$ cat config.mk
export PLATFORM = sky130hd
export DESIGN_NAME = tsm_top
export DESIGN_NICKNAME = d
export VERILOG_FILES = /design/src/tsm_pkg.sv /design/src/tsm_top.sv
export SDC_FILE = /design/constraint.sdc
export NUM_CORES = 2
export LEC_CHECK = 0
export BUFFER_PORTS_ARGS = -buffer_cell sky130_fd_sc_hd__buf_2
export CORE_MARGIN = 2
export CORE_UTILIZATION = 38
export DETAILED_ROUTE_END_ITERATION = 6
export GPL_ROUTABILITY_DRIVEN = 0
export HOLD_SLACK_MARGIN = 0.02
export PLACE_DENSITY = 0.56
export SETUP_SLACK_MARGIN = 0.3
export SYNTH_ARGS = -nofsm -noshare
export SYNTH_HDL_FRONTEND = slang
export SYNTH_SLANG_ARGS = --single-unit
$ cat constraint.sdc
create_clock -name clk_i -period 16.45 [get_ports clk_i]
set_clock_uncertainty 0.15 [all_clocks]
set_input_delay 1.645 -clock clk_i [delete_from_list [all_inputs] [get_ports clk_i]]
set_output_delay 1.645 -clock clk_i [all_outputs]
set_load 0.01 [all_outputs]
$ cat src/tsm_pkg.sv
// constants shared by the transport stream serialiser and monitor
package tsm_pkg;
  // clock and timing
  localparam int          CLK_HZ       = 10_000_000;
  localparam int          LOSS_TIME_NS = 20_000;
  localparam int          LOSS_CYC     = (LOSS_TIME_NS * (CLK_HZ / 1_000_000) + 999) / 1000;
  localparam int          LOSS_W       = $clog2(LOSS_CYC + 1);
  localparam int          HOLD_MS      = 300;
  localparam int          HOLD_CYC     = HOLD_MS * (CLK_HZ / 1000);
  // packet sync supervision
  localparam logic [7:0]  LEN_SHORT    = 8'hbc;  // 188 bytes
  localparam logic [7:0]  LEN_LONG     = 8'hcc;  // 204 bytes
  localparam logic [1:0]  MISS_LIMIT   = 2'h2;
  localparam logic [2:0]  GOOD_LIMIT   = 3'h5;
  // line coder tokens
  localparam logic [1:0]  TOK_SPACE    = 2'h0;
  localparam logic [1:0]  TOK_MARK     = 2'h1;
  localparam logic [1:0]  TOK_B        = 2'h2;
  localparam logic [1:0]  TOK_V        = 2'h3;
  // stream serial link
  localparam logic [7:0]  K28_5        = 8'hbc;
  localparam logic [3:0]  BYTE_BITS    = 4'h8;
  // register map (byte addresses)
  localparam logic [7:0]  REG_CTRL     = 8'h00;
  localparam logic [7:0]  REG_STATE    = 8'h04;
  localparam logic [7:0]  REG_EVT      = 8'h08;
  localparam logic [7:0]  REG_EVT_CLR  = 8'h0c;
  localparam logic [7:0]  REG_EVT_EN   = 8'h10;
  localparam logic [7:0]  REG_LEN      = 8'h14;
  localparam logic        CTRL_RST     = 1'h0;   // 0 = four zero, 1 = three zero code
  localparam logic [3:0]  EVT_EN_RST   = 4'h0;
  // event bit positions
  localparam int          EV_LOSS      = 0;
  localparam int          EV_ERR_SET   = 1;
  localparam int          EV_ERR_CLR   = 2;
  localparam int          EV_LEN       = 3;
  localparam int          EV_N         = 4;
endpackage

$ cat src/tsm_top.sv
// transport stream parallel to serial adapter with stream monitor
// Operation
// serialise stream unchanged, find packet syncs
// line bit rate equals input payload rate
// source supplies data at the line rate
// stream link sends 8b10b characters, comma fill
// packet bytes sent in bursts, commas between
// input loss when byte clock stops
// parallel output off during input loss
// line output off during input loss
// two missed syncs declare sync error
// five good syncs clear sync error
// sync lamp held 300 ms after clear
// short indicator on 188 byte spacing
// long indicator on 204 byte spacing
// relay driven on loss or sync error
// byte fields taken at byte clock rise; the code catches them at the fall and uses them at the next rise
// source flags filler bytes as not valid
// four zero substitution, alternating violations
// three zero substitution, odd b count
// count bytes between packet start markers
`timescale 1ns/1ps
module tsm_top #(
  parameter int SYNC_HOLD_CYCLES = tsm_pkg::HOLD_CYC
) (
  input  wire logic        clk_i,
  input  wire logic        rst_i,
  input  wire logic        wb_cyc_i,
  input  wire logic        wb_stb_i,
  input  wire logic        wb_we_i,
  input  wire logic [7:0]  wb_adr_i,
  input  wire logic [3:0]  wb_sel_i,
  input  wire logic [31:0] wb_dat_i,
  output logic      [31:0] wb_dat_o,
  output logic             wb_ack_o,
  output logic             irq_o,
  input  wire logic        byte_clk_i,
  input  wire logic [7:0]  byte_data_i,
  input  wire logic        packet_start_marker_i,
  input  wire logic        byte_valid_flag_i,
  input  wire logic        relay_sense_link_i,
  output logic      [7:0]  par_data_o,
  output logic             par_start_o,
  output logic             par_valid_o,
  output logic             par_oe_o,
  output logic             line_pos_o,
  output logic             line_neg_o,
  output logic      [7:0]  asi_char_o,
  output logic             asi_k_o,
  output logic             loss_led_o,
  output logic             sync_led_o,
  output logic             short_led_o,
  output logic             long_led_o,
  output logic             relay_o
);
  localparam int HW = $clog2(SYNC_HOLD_CYCLES + 1);

  // a zero hold time would leave the lamp counter without a width
  if (SYNC_HOLD_CYCLES < 1) begin : g_bad_hold
    $error("SYNC_HOLD_CYCLES must be at least 1");
  end

  // two-stage synchronisers: {sense, valid, start, data, clk}
  logic [11:0] s1_r, s2_r;
  logic        bclk_d_r;
  logic [9:0]  cap_r;  // {valid, start, data} caught mid-period
  always_ff @(posedge clk_i) begin
    if (rst_i) begin
      s1_r     <= 12'h000;
      s2_r     <= 12'h000;
      bclk_d_r <= 1'h0;
      cap_r    <= 10'h000;
    end else begin
      s1_r     <= {relay_sense_link_i, byte_valid_flag_i, packet_start_marker_i,
                   byte_data_i, byte_clk_i};
      s2_r     <= s1_r;
      bclk_d_r <= s2_r[0];
      // fields are stable at the falling edge, so catch them there
      if (bclk_d_r && !s2_r[0]) cap_r <= s2_r[10:1];
    end
  end

  logic bclk_rise, bclk_edge;
  assign bclk_rise = s2_r[0] && !bclk_d_r;
  assign bclk_edge = s2_r[0] ^ bclk_d_r;

  // monitor state
  localparam int LOSS_W_T = tsm_pkg::LOSS_W;
  logic [LOSS_W_T-1:0] lcnt_r, lcnt_nxt;
  logic        loss_r, loss_nxt;
  logic [7:0]  cnt_r, cnt_nxt, exp_r, exp_nxt, idx;
  logic [1:0]  miss_r, miss_nxt;
  logic [2:0]  good_r, good_nxt;
  logic        err_r, err_nxt, led_r, led_nxt, s188_r, s188_nxt, s204_r, s204_nxt;
  logic [HW-1:0] hold_r, hold_nxt;
  logic        stb, missed;

  assign stb = bclk_rise && !loss_r;
  assign idx = cnt_r + 8'h01;

  // loss watchdog, packet length and sync supervision
  always_comb begin
    lcnt_nxt = lcnt_r;
    loss_nxt = loss_r;
    cnt_nxt  = cnt_r;
    exp_nxt  = exp_r;
    miss_nxt = miss_r;
    good_nxt = good_r;
    err_nxt  = err_r;
    s188_nxt = s188_r;
    s204_nxt = s204_r;
    missed   = 1'b0;
    if (bclk_edge) begin
      lcnt_nxt = '0;
      loss_nxt = 1'b0;
    end else if (lcnt_r == LOSS_W_T'(tsm_pkg::LOSS_CYC - 1)) begin
      loss_nxt = 1'b1;
    end else begin
      lcnt_nxt = lcnt_r + 1'b1;
    end
    if (stb) begin
      if (cap_r[8]) begin
        cnt_nxt = 8'h00;
        if (idx == tsm_pkg::LEN_SHORT || idx == tsm_pkg::LEN_LONG) begin
          exp_nxt  = idx;
          s188_nxt = (idx == tsm_pkg::LEN_SHORT);
          s204_nxt = (idx == tsm_pkg::LEN_LONG);
          miss_nxt = 2'h0;
          if (good_r != tsm_pkg::GOOD_LIMIT) good_nxt = good_r + 3'h1;
        end else if (exp_r != 8'h00) begin
          missed = 1'b1;  // sync in the wrong place
        end
      end else if (exp_r != 8'h00 && idx == exp_r) begin
        missed  = 1'b1;   // expected sync position passed empty
        cnt_nxt = 8'h00;
      end else begin
        cnt_nxt = idx;
      end
    end
    if (missed) begin
      good_nxt = 3'h0;
      if (miss_r != tsm_pkg::MISS_LIMIT) miss_nxt = miss_r + 2'h1;
    end
    if (err_r && good_nxt == tsm_pkg::GOOD_LIMIT) err_nxt = 1'b0;
    if (miss_nxt == tsm_pkg::MISS_LIMIT) begin
      err_nxt  = 1'b1;
      good_nxt = 3'h0;
    end
    if (err_nxt || loss_nxt) begin
      s188_nxt = 1'b0;
      s204_nxt = 1'b0;
    end
    if (loss_nxt) begin
      cnt_nxt = 8'h00;
      exp_nxt = 8'h00;
    end
    // lamp stays lit a fixed time after the error clears
    if (err_nxt) hold_nxt = HW'(SYNC_HOLD_CYCLES);
    else if (hold_r != '0) hold_nxt = hold_r - 1'b1;
    else hold_nxt = hold_r;
    led_nxt = err_nxt || (hold_nxt != '0);
  end

  always_ff @(posedge clk_i) begin
    if (rst_i) begin
      lcnt_r <= '0;
      loss_r <= 1'h1;  // nothing seen yet counts as lost
      cnt_r  <= 8'h00;
      exp_r  <= 8'h00;
      miss_r <= 2'h0;
      good_r <= 3'h0;
      err_r  <= 1'h0;
      led_r  <= 1'h0;
      s188_r <= 1'h0;
      s204_r <= 1'h0;
      hold_r <= '0;
    end else begin
      lcnt_r <= lcnt_nxt;
      loss_r <= loss_nxt;
      cnt_r  <= cnt_nxt;
      exp_r  <= exp_nxt;
      miss_r <= miss_nxt;
      good_r <= good_nxt;
      err_r  <= err_nxt;
      led_r  <= led_nxt;
      s188_r <= s188_nxt;
      s204_r <= s204_nxt;
      hold_r <= hold_nxt;
    end
  end

  // serialiser and zero substitution line coder
  logic [7:0]  sh_r, sh_nxt;
  logic [3:0]  bits_r, bits_nxt;
  logic [1:0]  tok_r [4];
  logic [1:0]  tok_nxt [4];
  logic [1:0]  zc_r, zc_nxt, zlim;
  logic        par_r, par_nxt, pol_r, pol_nxt, pos_nxt, neg_nxt, bit_v, ctrl_r;
  assign bit_v = (bits_r != 4'h0);
  assign zlim  = ctrl_r ? 2'h2 : 2'h3;

  always_comb begin
    sh_nxt   = sh_r;
    bits_nxt = bits_r;
    tok_nxt  = tok_r;
    zc_nxt   = zc_r;
    par_nxt  = par_r;
    pol_nxt  = pol_r;
    pos_nxt  = 1'b0;
    neg_nxt  = 1'b0;
    if (bit_v) begin
      // one bit per clock: a byte every eight clocks keeps the rate
      sh_nxt   = {sh_r[6:0], 1'b0};
      bits_nxt = bits_r - 4'h1;
      case (tok_r[3])
        tsm_pkg::TOK_MARK, tsm_pkg::TOK_B: begin
          pos_nxt = !pol_r;
          neg_nxt = pol_r;
          pol_nxt = !pol_r;
        end
        tsm_pkg::TOK_V: begin  // same polarity as the last pulse
          pos_nxt = pol_r;
          neg_nxt = !pol_r;
        end
        default: begin
          pos_nxt = 1'b0;
          neg_nxt = 1'b0;
        end
      endcase
      tok_nxt[3] = tok_r[2];
      tok_nxt[2] = tok_r[1];
      tok_nxt[1] = tok_r[0];
      if (sh_r[7]) begin
        tok_nxt[0] = tsm_pkg::TOK_MARK;
        zc_nxt     = 2'h0;
        par_nxt    = !par_r;
      end else if (zc_r == zlim) begin
        tok_nxt[0] = tsm_pkg::TOK_V;
        zc_nxt     = 2'h0;
        par_nxt    = 1'b0;
        // even pulse count since last violation needs a balancing pulse
        if (!par_r && ctrl_r) tok_nxt[2] = tsm_pkg::TOK_B;
        if (!par_r && !ctrl_r) tok_nxt[3] = tsm_pkg::TOK_B;
      end else begin
        tok_nxt[0] = tsm_pkg::TOK_SPACE;
        zc_nxt     = zc_r + 2'h1;
      end
    end
    if (stb) begin
      sh_nxt   = cap_r[7:0];
      bits_nxt = tsm_pkg::BYTE_BITS;
    end
    if (loss_r) begin
      bits_nxt = 4'h0;
      pos_nxt  = 1'b0;
      neg_nxt  = 1'b0;
    end
  end

  logic line_pos_r, line_neg_r;
  always_ff @(posedge clk_i) begin
    if (rst_i) begin
      sh_r       <= 8'h00;
      bits_r     <= 4'h0;
      tok_r      <= '{default: tsm_pkg::TOK_SPACE};
      zc_r       <= 2'h0;
      par_r      <= 1'h0;
      pol_r      <= 1'h0;
      line_pos_r <= 1'h0;
      line_neg_r <= 1'h0;
    end else begin
      sh_r       <= sh_nxt;
      bits_r     <= bits_nxt;
      tok_r      <= tok_nxt;
      zc_r       <= zc_nxt;
      par_r      <= par_nxt;
      pol_r      <= pol_nxt;
      line_pos_r <= pos_nxt;
      line_neg_r <= neg_nxt;
    end
  end

  // packet double buffer feeding the stream link in bursts
  logic [7:0] mem [512];
  logic       wb_bank_r, wb_bank_nxt, rd_bank_r, rd_bank_nxt, busy_r, busy_nxt, wr_en;
  logic [7:0] wr_ptr_r, wr_ptr_nxt, rd_ptr_r, rd_ptr_nxt, rd_len_r, rd_len_nxt;
  always_comb begin
    wb_bank_nxt = wb_bank_r;
    wr_ptr_nxt  = wr_ptr_r;
    rd_bank_nxt = rd_bank_r;
    rd_ptr_nxt  = rd_ptr_r;
    rd_len_nxt  = rd_len_r;
    busy_nxt    = busy_r;
    wr_en       = 1'b0;
    if (busy_r) begin
      rd_ptr_nxt = rd_ptr_r + 8'h01;
      if (rd_ptr_nxt == rd_len_r) busy_nxt = 1'b0;
    end
    if (stb) begin
      if (cap_r[8] && wr_ptr_r != 8'h00) begin
        rd_bank_nxt = wb_bank_r;  // whole packet stored: launch burst
        rd_len_nxt  = wr_ptr_r;
        rd_ptr_nxt  = 8'h00;
        busy_nxt    = 1'b1;
        wb_bank_nxt = !wb_bank_r;
        wr_ptr_nxt  = 8'h00;
      end
      // filler bytes carry no payload and are left out of the burst
      if (cap_r[9] && wr_ptr_nxt != 8'hff) begin
        wr_en      = 1'b1;
        wr_ptr_nxt = wr_ptr_nxt + 8'h01;
      end
    end
    if (loss_r) wr_ptr_nxt = 8'h00;
  end

  logic [7:0] asi_char_r;
  logic       asi_k_r;
  always_ff @(posedge clk_i) begin
    if (wr_en) mem[{wb_bank_nxt, wr_ptr_nxt - 8'h01}] <= cap_r[7:0];
    if (rst_i) begin
      wb_bank_r  <= 1'h0;
      wr_ptr_r   <= 8'h00;
      rd_bank_r  <= 1'h0;
      rd_ptr_r   <= 8'h00;
      rd_len_r   <= 8'h00;
      busy_r     <= 1'h0;
      asi_char_r <= tsm_pkg::K28_5;
      asi_k_r    <= 1'h1;
    end else begin
      wb_bank_r  <= wb_bank_nxt;
      wr_ptr_r   <= wr_ptr_nxt;
      rd_bank_r  <= rd_bank_nxt;
      rd_ptr_r   <= rd_ptr_nxt;
      rd_len_r   <= rd_len_nxt;
      busy_r     <= busy_nxt;
      asi_char_r <= busy_r ? mem[{rd_bank_r, rd_ptr_r}] : tsm_pkg::K28_5;
      asi_k_r    <= !busy_r;
    end
  end

  // register slave, events and alarm outputs
  logic [tsm_pkg::EV_N-1:0] evt_r, evt_nxt, en_r, en_nxt, ev_set, ev_clr;
  logic [31:0] rdat_nxt, rdat_r;
  logic        ack_r, req, wr, ctrl_nxt, relay_r;
  logic [10:0] par_r_o;
  assign req = wb_cyc_i && wb_stb_i && !ack_r;
  // write lands at the edge where the master sees ack, request still held
  assign wr  = wb_cyc_i && wb_stb_i && ack_r && wb_we_i && wb_sel_i[0];
  always_comb begin
    ev_set = '0;
    ev_set[tsm_pkg::EV_LOSS]    = loss_nxt && !loss_r;
    ev_set[tsm_pkg::EV_ERR_SET] = err_nxt && !err_r;
    ev_set[tsm_pkg::EV_ERR_CLR] = !err_nxt && err_r;
    ev_set[tsm_pkg::EV_LEN]     = (s188_nxt != s188_r) || (s204_nxt != s204_r);
    ev_clr   = (wr && wb_adr_i == tsm_pkg::REG_EVT_CLR) ? wb_dat_i[tsm_pkg::EV_N-1:0] : '0;
    evt_nxt  = (evt_r & ~ev_clr) | ev_set;  // a new event beats the clear
    en_nxt   = (wr && wb_adr_i == tsm_pkg::REG_EVT_EN) ? wb_dat_i[tsm_pkg::EV_N-1:0] : en_r;
    ctrl_nxt = (wr && wb_adr_i == tsm_pkg::REG_CTRL) ? wb_dat_i[0] : ctrl_r;
    case (wb_adr_i)
      tsm_pkg::REG_CTRL:   rdat_nxt = {31'h0, ctrl_r};
      tsm_pkg::REG_STATE:  rdat_nxt = {26'h0, relay_r, s204_r, s188_r, led_r, err_r, loss_r};
      tsm_pkg::REG_EVT:    rdat_nxt = {28'h0, evt_r};
      tsm_pkg::REG_EVT_EN: rdat_nxt = {28'h0, en_r};
      tsm_pkg::REG_LEN:    rdat_nxt = {24'h0, exp_r};
      default:             rdat_nxt = 32'h0;  // unmapped and write-only read zero
    endcase
  end

  always_ff @(posedge clk_i) begin
    if (rst_i) begin
      ack_r   <= 1'h0;
      rdat_r  <= 32'h0;
      evt_r   <= '0;
      en_r    <= tsm_pkg::EVT_EN_RST;
      ctrl_r  <= tsm_pkg::CTRL_RST;
      irq_o   <= 1'h0;
      relay_r <= 1'h0;
      par_r_o <= 11'h000;
    end else begin
      ack_r   <= req;
      rdat_r  <= rdat_nxt;
      evt_r   <= evt_nxt;
      en_r    <= en_nxt;
      ctrl_r  <= ctrl_nxt;
      irq_o   <= |(evt_nxt & en_nxt);
      // sense link picks normally open or normally closed drive
      relay_r <= (loss_nxt || err_nxt) ^ s2_r[11];
      par_r_o <= loss_r ? 11'h000 : {1'b1, s2_r[10:1]};
    end
  end

  assign wb_ack_o    = ack_r;
  assign wb_dat_o    = rdat_r;
  assign relay_o     = relay_r;
  assign par_oe_o    = par_r_o[10];
  assign par_valid_o = par_r_o[9];
  assign par_start_o = par_r_o[8];
  assign par_data_o  = par_r_o[7:0];
  assign line_pos_o  = line_pos_r;
  assign line_neg_o  = line_neg_r;
  assign asi_char_o  = asi_char_r;
  assign asi_k_o     = asi_k_r;
  assign loss_led_o  = loss_r;
  assign sync_led_o  = led_r;
  assign short_led_o = s188_r;
  assign long_led_o  = s204_r;
endmodule

* Word level (Yosys, flattened, before mapping)
Memories as Yosys holds them, arrays and structs flattened. A register that Yosys moved wholly into a read port is not among the register bits.
Index checks and enable logic that the tools add are counted.
** Cells by class
- $add $sub $neg :: 10
- Eq/ne operators :: 21
- Mux-type cells :: 70
- Bitwise logic cells :: 8
- Reductions and logical operators :: 56
** Operator list (number)
- 8-bit two-way mux :: 12
- 22-bit two-way mux :: 2
- 22-bit nonzero test :: 2
- 8-bit case mux with 5 select lines :: 1
- 8-bit by 1-bit adder with 8-bit output (second input constant) :: 4
- 1-bit two-way mux :: 30
- 8-bit == test (second input constant) :: 3
- 4-bit two-way mux :: 6
- 2-bit two-way mux :: 11
- 22-bit by 1-bit subtractor with 22-bit output (second input constant) :: 1
- 1-bit logical AND :: 20
- 8-bit by 4-bit == test with 1-bit output (second input constant) :: 2
- 8-bit by 5-bit == test with 1-bit output (second input constant) :: 2
- 8-bit == test :: 2
- 8-bit nonzero test :: 2
- 3-bit two-way mux :: 5
- 2-bit OR reduction :: 6
- 1-bit logical NOT :: 11
- 11-bit two-way mux :: 1
- 4-bit bitwise AND :: 2
- 8-bit by 3-bit == test with 1-bit output (second input constant) :: 1
- 8-bit logical NOT :: 1
- 8-bit != test (second input constant) :: 1
- 8-bit by 1-bit subtractor with 8-bit output (second input constant) :: 1
- 22 further kinds :: 36
** Storage, ports and cells
- Register bits :: 200
- RAM bits :: 4096
- Word-level logic and storage cells :: 209
- Memories kept :: 1
** Memory list
- mem :: words 512, width 8, read ports 1, clocked after memory_dff 1, wr ports 1, line tsm_top.sv:284 : logic [7:0] mem [512];

* Logic depth before layout (Yosys ltp)
- Word-level depth :: 18
- Mapped depth :: 15

* Least setup slack after synthesis
No wires, ideal clock.
- Path kind :: reg-to-reg
- Start :: reg cap_r[1]
- End :: mem mem[0][1], data pin
- Library setup time :: 1.512 ns
- Data arrival time :: 6.529 ns
- Data required time :: 14.788 ns
- Slack :: 8.258 ns
- Cell stages (with the launch flop) :: 1
- Period minus slack after synthesis :: 8.192 ns
- Path through :: dfxtp_1
** RTL lines
- start, declared :: line tsm_top.sv:66 : logic [9:0] cap_r;
- start signal, assigned :: line tsm_top.sv:79 : if (bclk_d_r && !s2_r[0]) cap_r <= s2_r[10:1];
- end, declared :: line tsm_top.sv:284
Straight into the memory's write port.

==> metrics.cfg <==
[yosys]
yosys.area.top_type=edfxtp_1
ys_ff_latch=4280
ys_types=92
synth_cells=8237
async_reset_ff_share_pct=0
synthTopCellsByArea=edfxtp_1 (74%), mux4_2 (14%), dfxtp_1 (2.2%)
synth_edf_count=4096
syn_avg_cell_area_um2=20.3
synth_seq_area_share_pct=75.8
yosys.area.top_type_share_pct=73.6
yosysWarnings=0
synth_area_um2=167000
synth_ff_type=edfxtp_1

[sta]
final.setup.tns_ps=0
hold_slack_ps=284
finalMaxSlewViolations=0
setup_violations=0
hold_viol_final=0
fmax_mhz=149
worst_pin_slew_ps=1400
period_share_pct=40.8
rsz0062_at_grt=false
min_period_ps=6710
max_slew_margin_pct=5.85
fin_ws_ps=9740

[placed_design]
hpwlAfterDp_mm=288
dpl_worst_slack_ps=9770
io_buffers=66
place_area_um2=175000

[flow_run]
maxCapViolations=0

[floorplanning]
core_region_area_um2=438000
rows=243
pin_count=122
die-area_um2=445000
die_width_um=667
die_height_um=667
initial_core_util_pct=38.2

[worst_setup_path]
crit_arrival_ps=7400
path_common_cell=buf_4
path_class=register to register
path_delay_family=buffers and inverters
end_kind=register
crit_required_ps=17140
critPathMaxStageDelay_ps=910
setup.worst_path.start_class=register
worst-path-buf-inv=4
crit_slowest_cell=nor4_1
crit_chain=buf_4, buf_4, buf_4, buf_4, mux4_2, a22oi_1, a21oi_1, nor4_1, o22ai_1, nor2_1, o22ai_1
worstPathMaxFanout=46

[grt]
grt_overflow=0
grt_pass1_vias=86000
antenna_found_initial=34
grt_pass1_wl_mm=668
track_usage_pct=21.1
grt_max_degree=222

[clock_tree]
cts_root_buf=clkbuf_16
htree_levels=5
ctsResizeCount=0
postCtsHoldBufs=0
clockBufferDepth=4
cts_tree=yes
cts_setup_buffers=0
path_clk_slew_ps=60
cts.sinks=4280
cts_made_buffers=437
clock_latency_ps=1010

[final_layout]
ff_latch_area_um2=127000
design_area_um2=190000
final_nets=8602
nFillCells=37600
layout_commonest_cell=edfxtp_1
mostFrequentLayoutCells=edfxtp_1 (4096), mux4_2 (1034), nor2_1 (486)
multi_input_area_um2=38200
area_growth_syn_to_layout_pct=13.6
drive_above_1_share_pct=25.0

[route]
wire_per_inst_um=32.6
vias=85900
ant_nets=0
drc=0
wl_mm=478
dr.pass1.iters=5
first_iter_violations=11300
via_per_inst=5.86

[pwr]
ir_drop_mv=0.102
finalPower_mw=22.0
powerDensity_nw_per_um2=116
p_leak_nw=57.9

[min_path]
worstHoldPathType=register to register

[run_status]
status=finished clean

-- path summary, 6_finish.rpt --
check | cells past startpoint | endpoint | start | slack, ps
max | 11 | asi_char_o[6] | rd_ptr_r[1] | 9740
min | 1 | s2_r[1] | s1_r[1] | 280
max reg2reg | 11 | asi_char_o[6] | rd_ptr_r[1] | 9740
min reg2reg | 1 | s2_r[1] | s1_r[1] | 280
-- worst register-to-register path, delay by kind of cell, from the launching register on --
kind	cells	cell delay, ps
flops	1	740
simple gates	2	1460
compound gates	4	1090
mux	1	410
buf+inv	4	2700
-- power breakdown --
group          internal (mW)  switching [mW]
sequential              11.8          0.0300
combinational         0.0800           0.128
clock                   5.79            4.23
-- state kept, by name, indices dropped and copies added, names as in the netlist, 2 cells and up --
register,cells
wr_ptr_r,8
en_r,4
good_r,3
s2_r,12
cnt_r,8
miss_r,2
mem,4096
evt_r,4
asi_char_o,8
cap_r,10
sh_r,8
hold_r,22
exp_r,8
lcnt_r,8
par_r_o,11
s1_r,12
zc_r,2
rd_len_r,8
rd_ptr_r,8
bits_r,4
tok_r,8
wb_dat_o,8
-- layout make-up --
| type | count | share of cell area (%) |
|---|---|---|
| Antenna cell | 9 | 0.0119 |
| Clock buffer | 540 | 6.12 |
| Clock inverter | 271 | 1.50 |
| Inverter | 23 | 0.0501 |
| Multi-Input combinational cell | 3405 | 20.1 |
| Sequential cell | 4280 | 66.8 |
| Tap cell | 5757 | 3.80 |
| Timing Repair Buffer | 383 | 1.58 |
-- cell usage after synthesis, types with 31 or more instances --
| cell | count |
|---|---|
| a21oi_1 | 171 |
| buf_2 | 119 |
| nand3_1 | 67 |
| nor3_1 | 203 |
| mux4_2 | 1034 |
| buf_4 | 91 |
| nor2b_1 | 42 |
| buf_1 | 44 |
| a22oi_1 | 166 |
| o21ai_0 | 40 |
| mux2i_1 | 254 |
| xor2_1 | 31 |
| clkbuf_1 | 292 |
| edfxtp_1 | 4096 |
| dfxtp_1 | 184 |
| nand2_1 | 250 |
| o221ai_1 | 59 |
| o22ai_1 | 76 |
| nor2_1 | 492 |
| nor4_1 | 71 |
-- per-stage QoR --
step	instances	util, %
2_1_floorplan	8260	-
4_1_cts	14700	43.3
5_1_grt	14700	43.3
6_report	14700	43.3
3_3_place_gp	13800	40.0
3_5_place_dp	13800	40.0
-- kinds of logic (layout without fill, tap and decap cells) --
logic type,Yosys count,count (layout),share of synthesized area (%)
DFF,4280,4280,75.8
and+or+nand+nor,1301,1301,3.63
muxes,1300,1300,15.6
AOI/OAI and AO/OA,708,708,2.97
buffers and inverters,575,1217,1.61
xor gates and xnor gates,61,61,0.320
adders and majority gates,11,11,0.0824
other,1,33,0.00225
-- per-layer routing --
layer  track usage [%]  wire length [µm]  vias to the layer above
met4              6.82             16600                        8
li1                  -                 -                    34800
met2              33.5            225000                     4084
met1              29.6            194000                    46300
met5                 0                51                        -
met3              3.94             42100                      698
(Power assumes the default switching activity.)
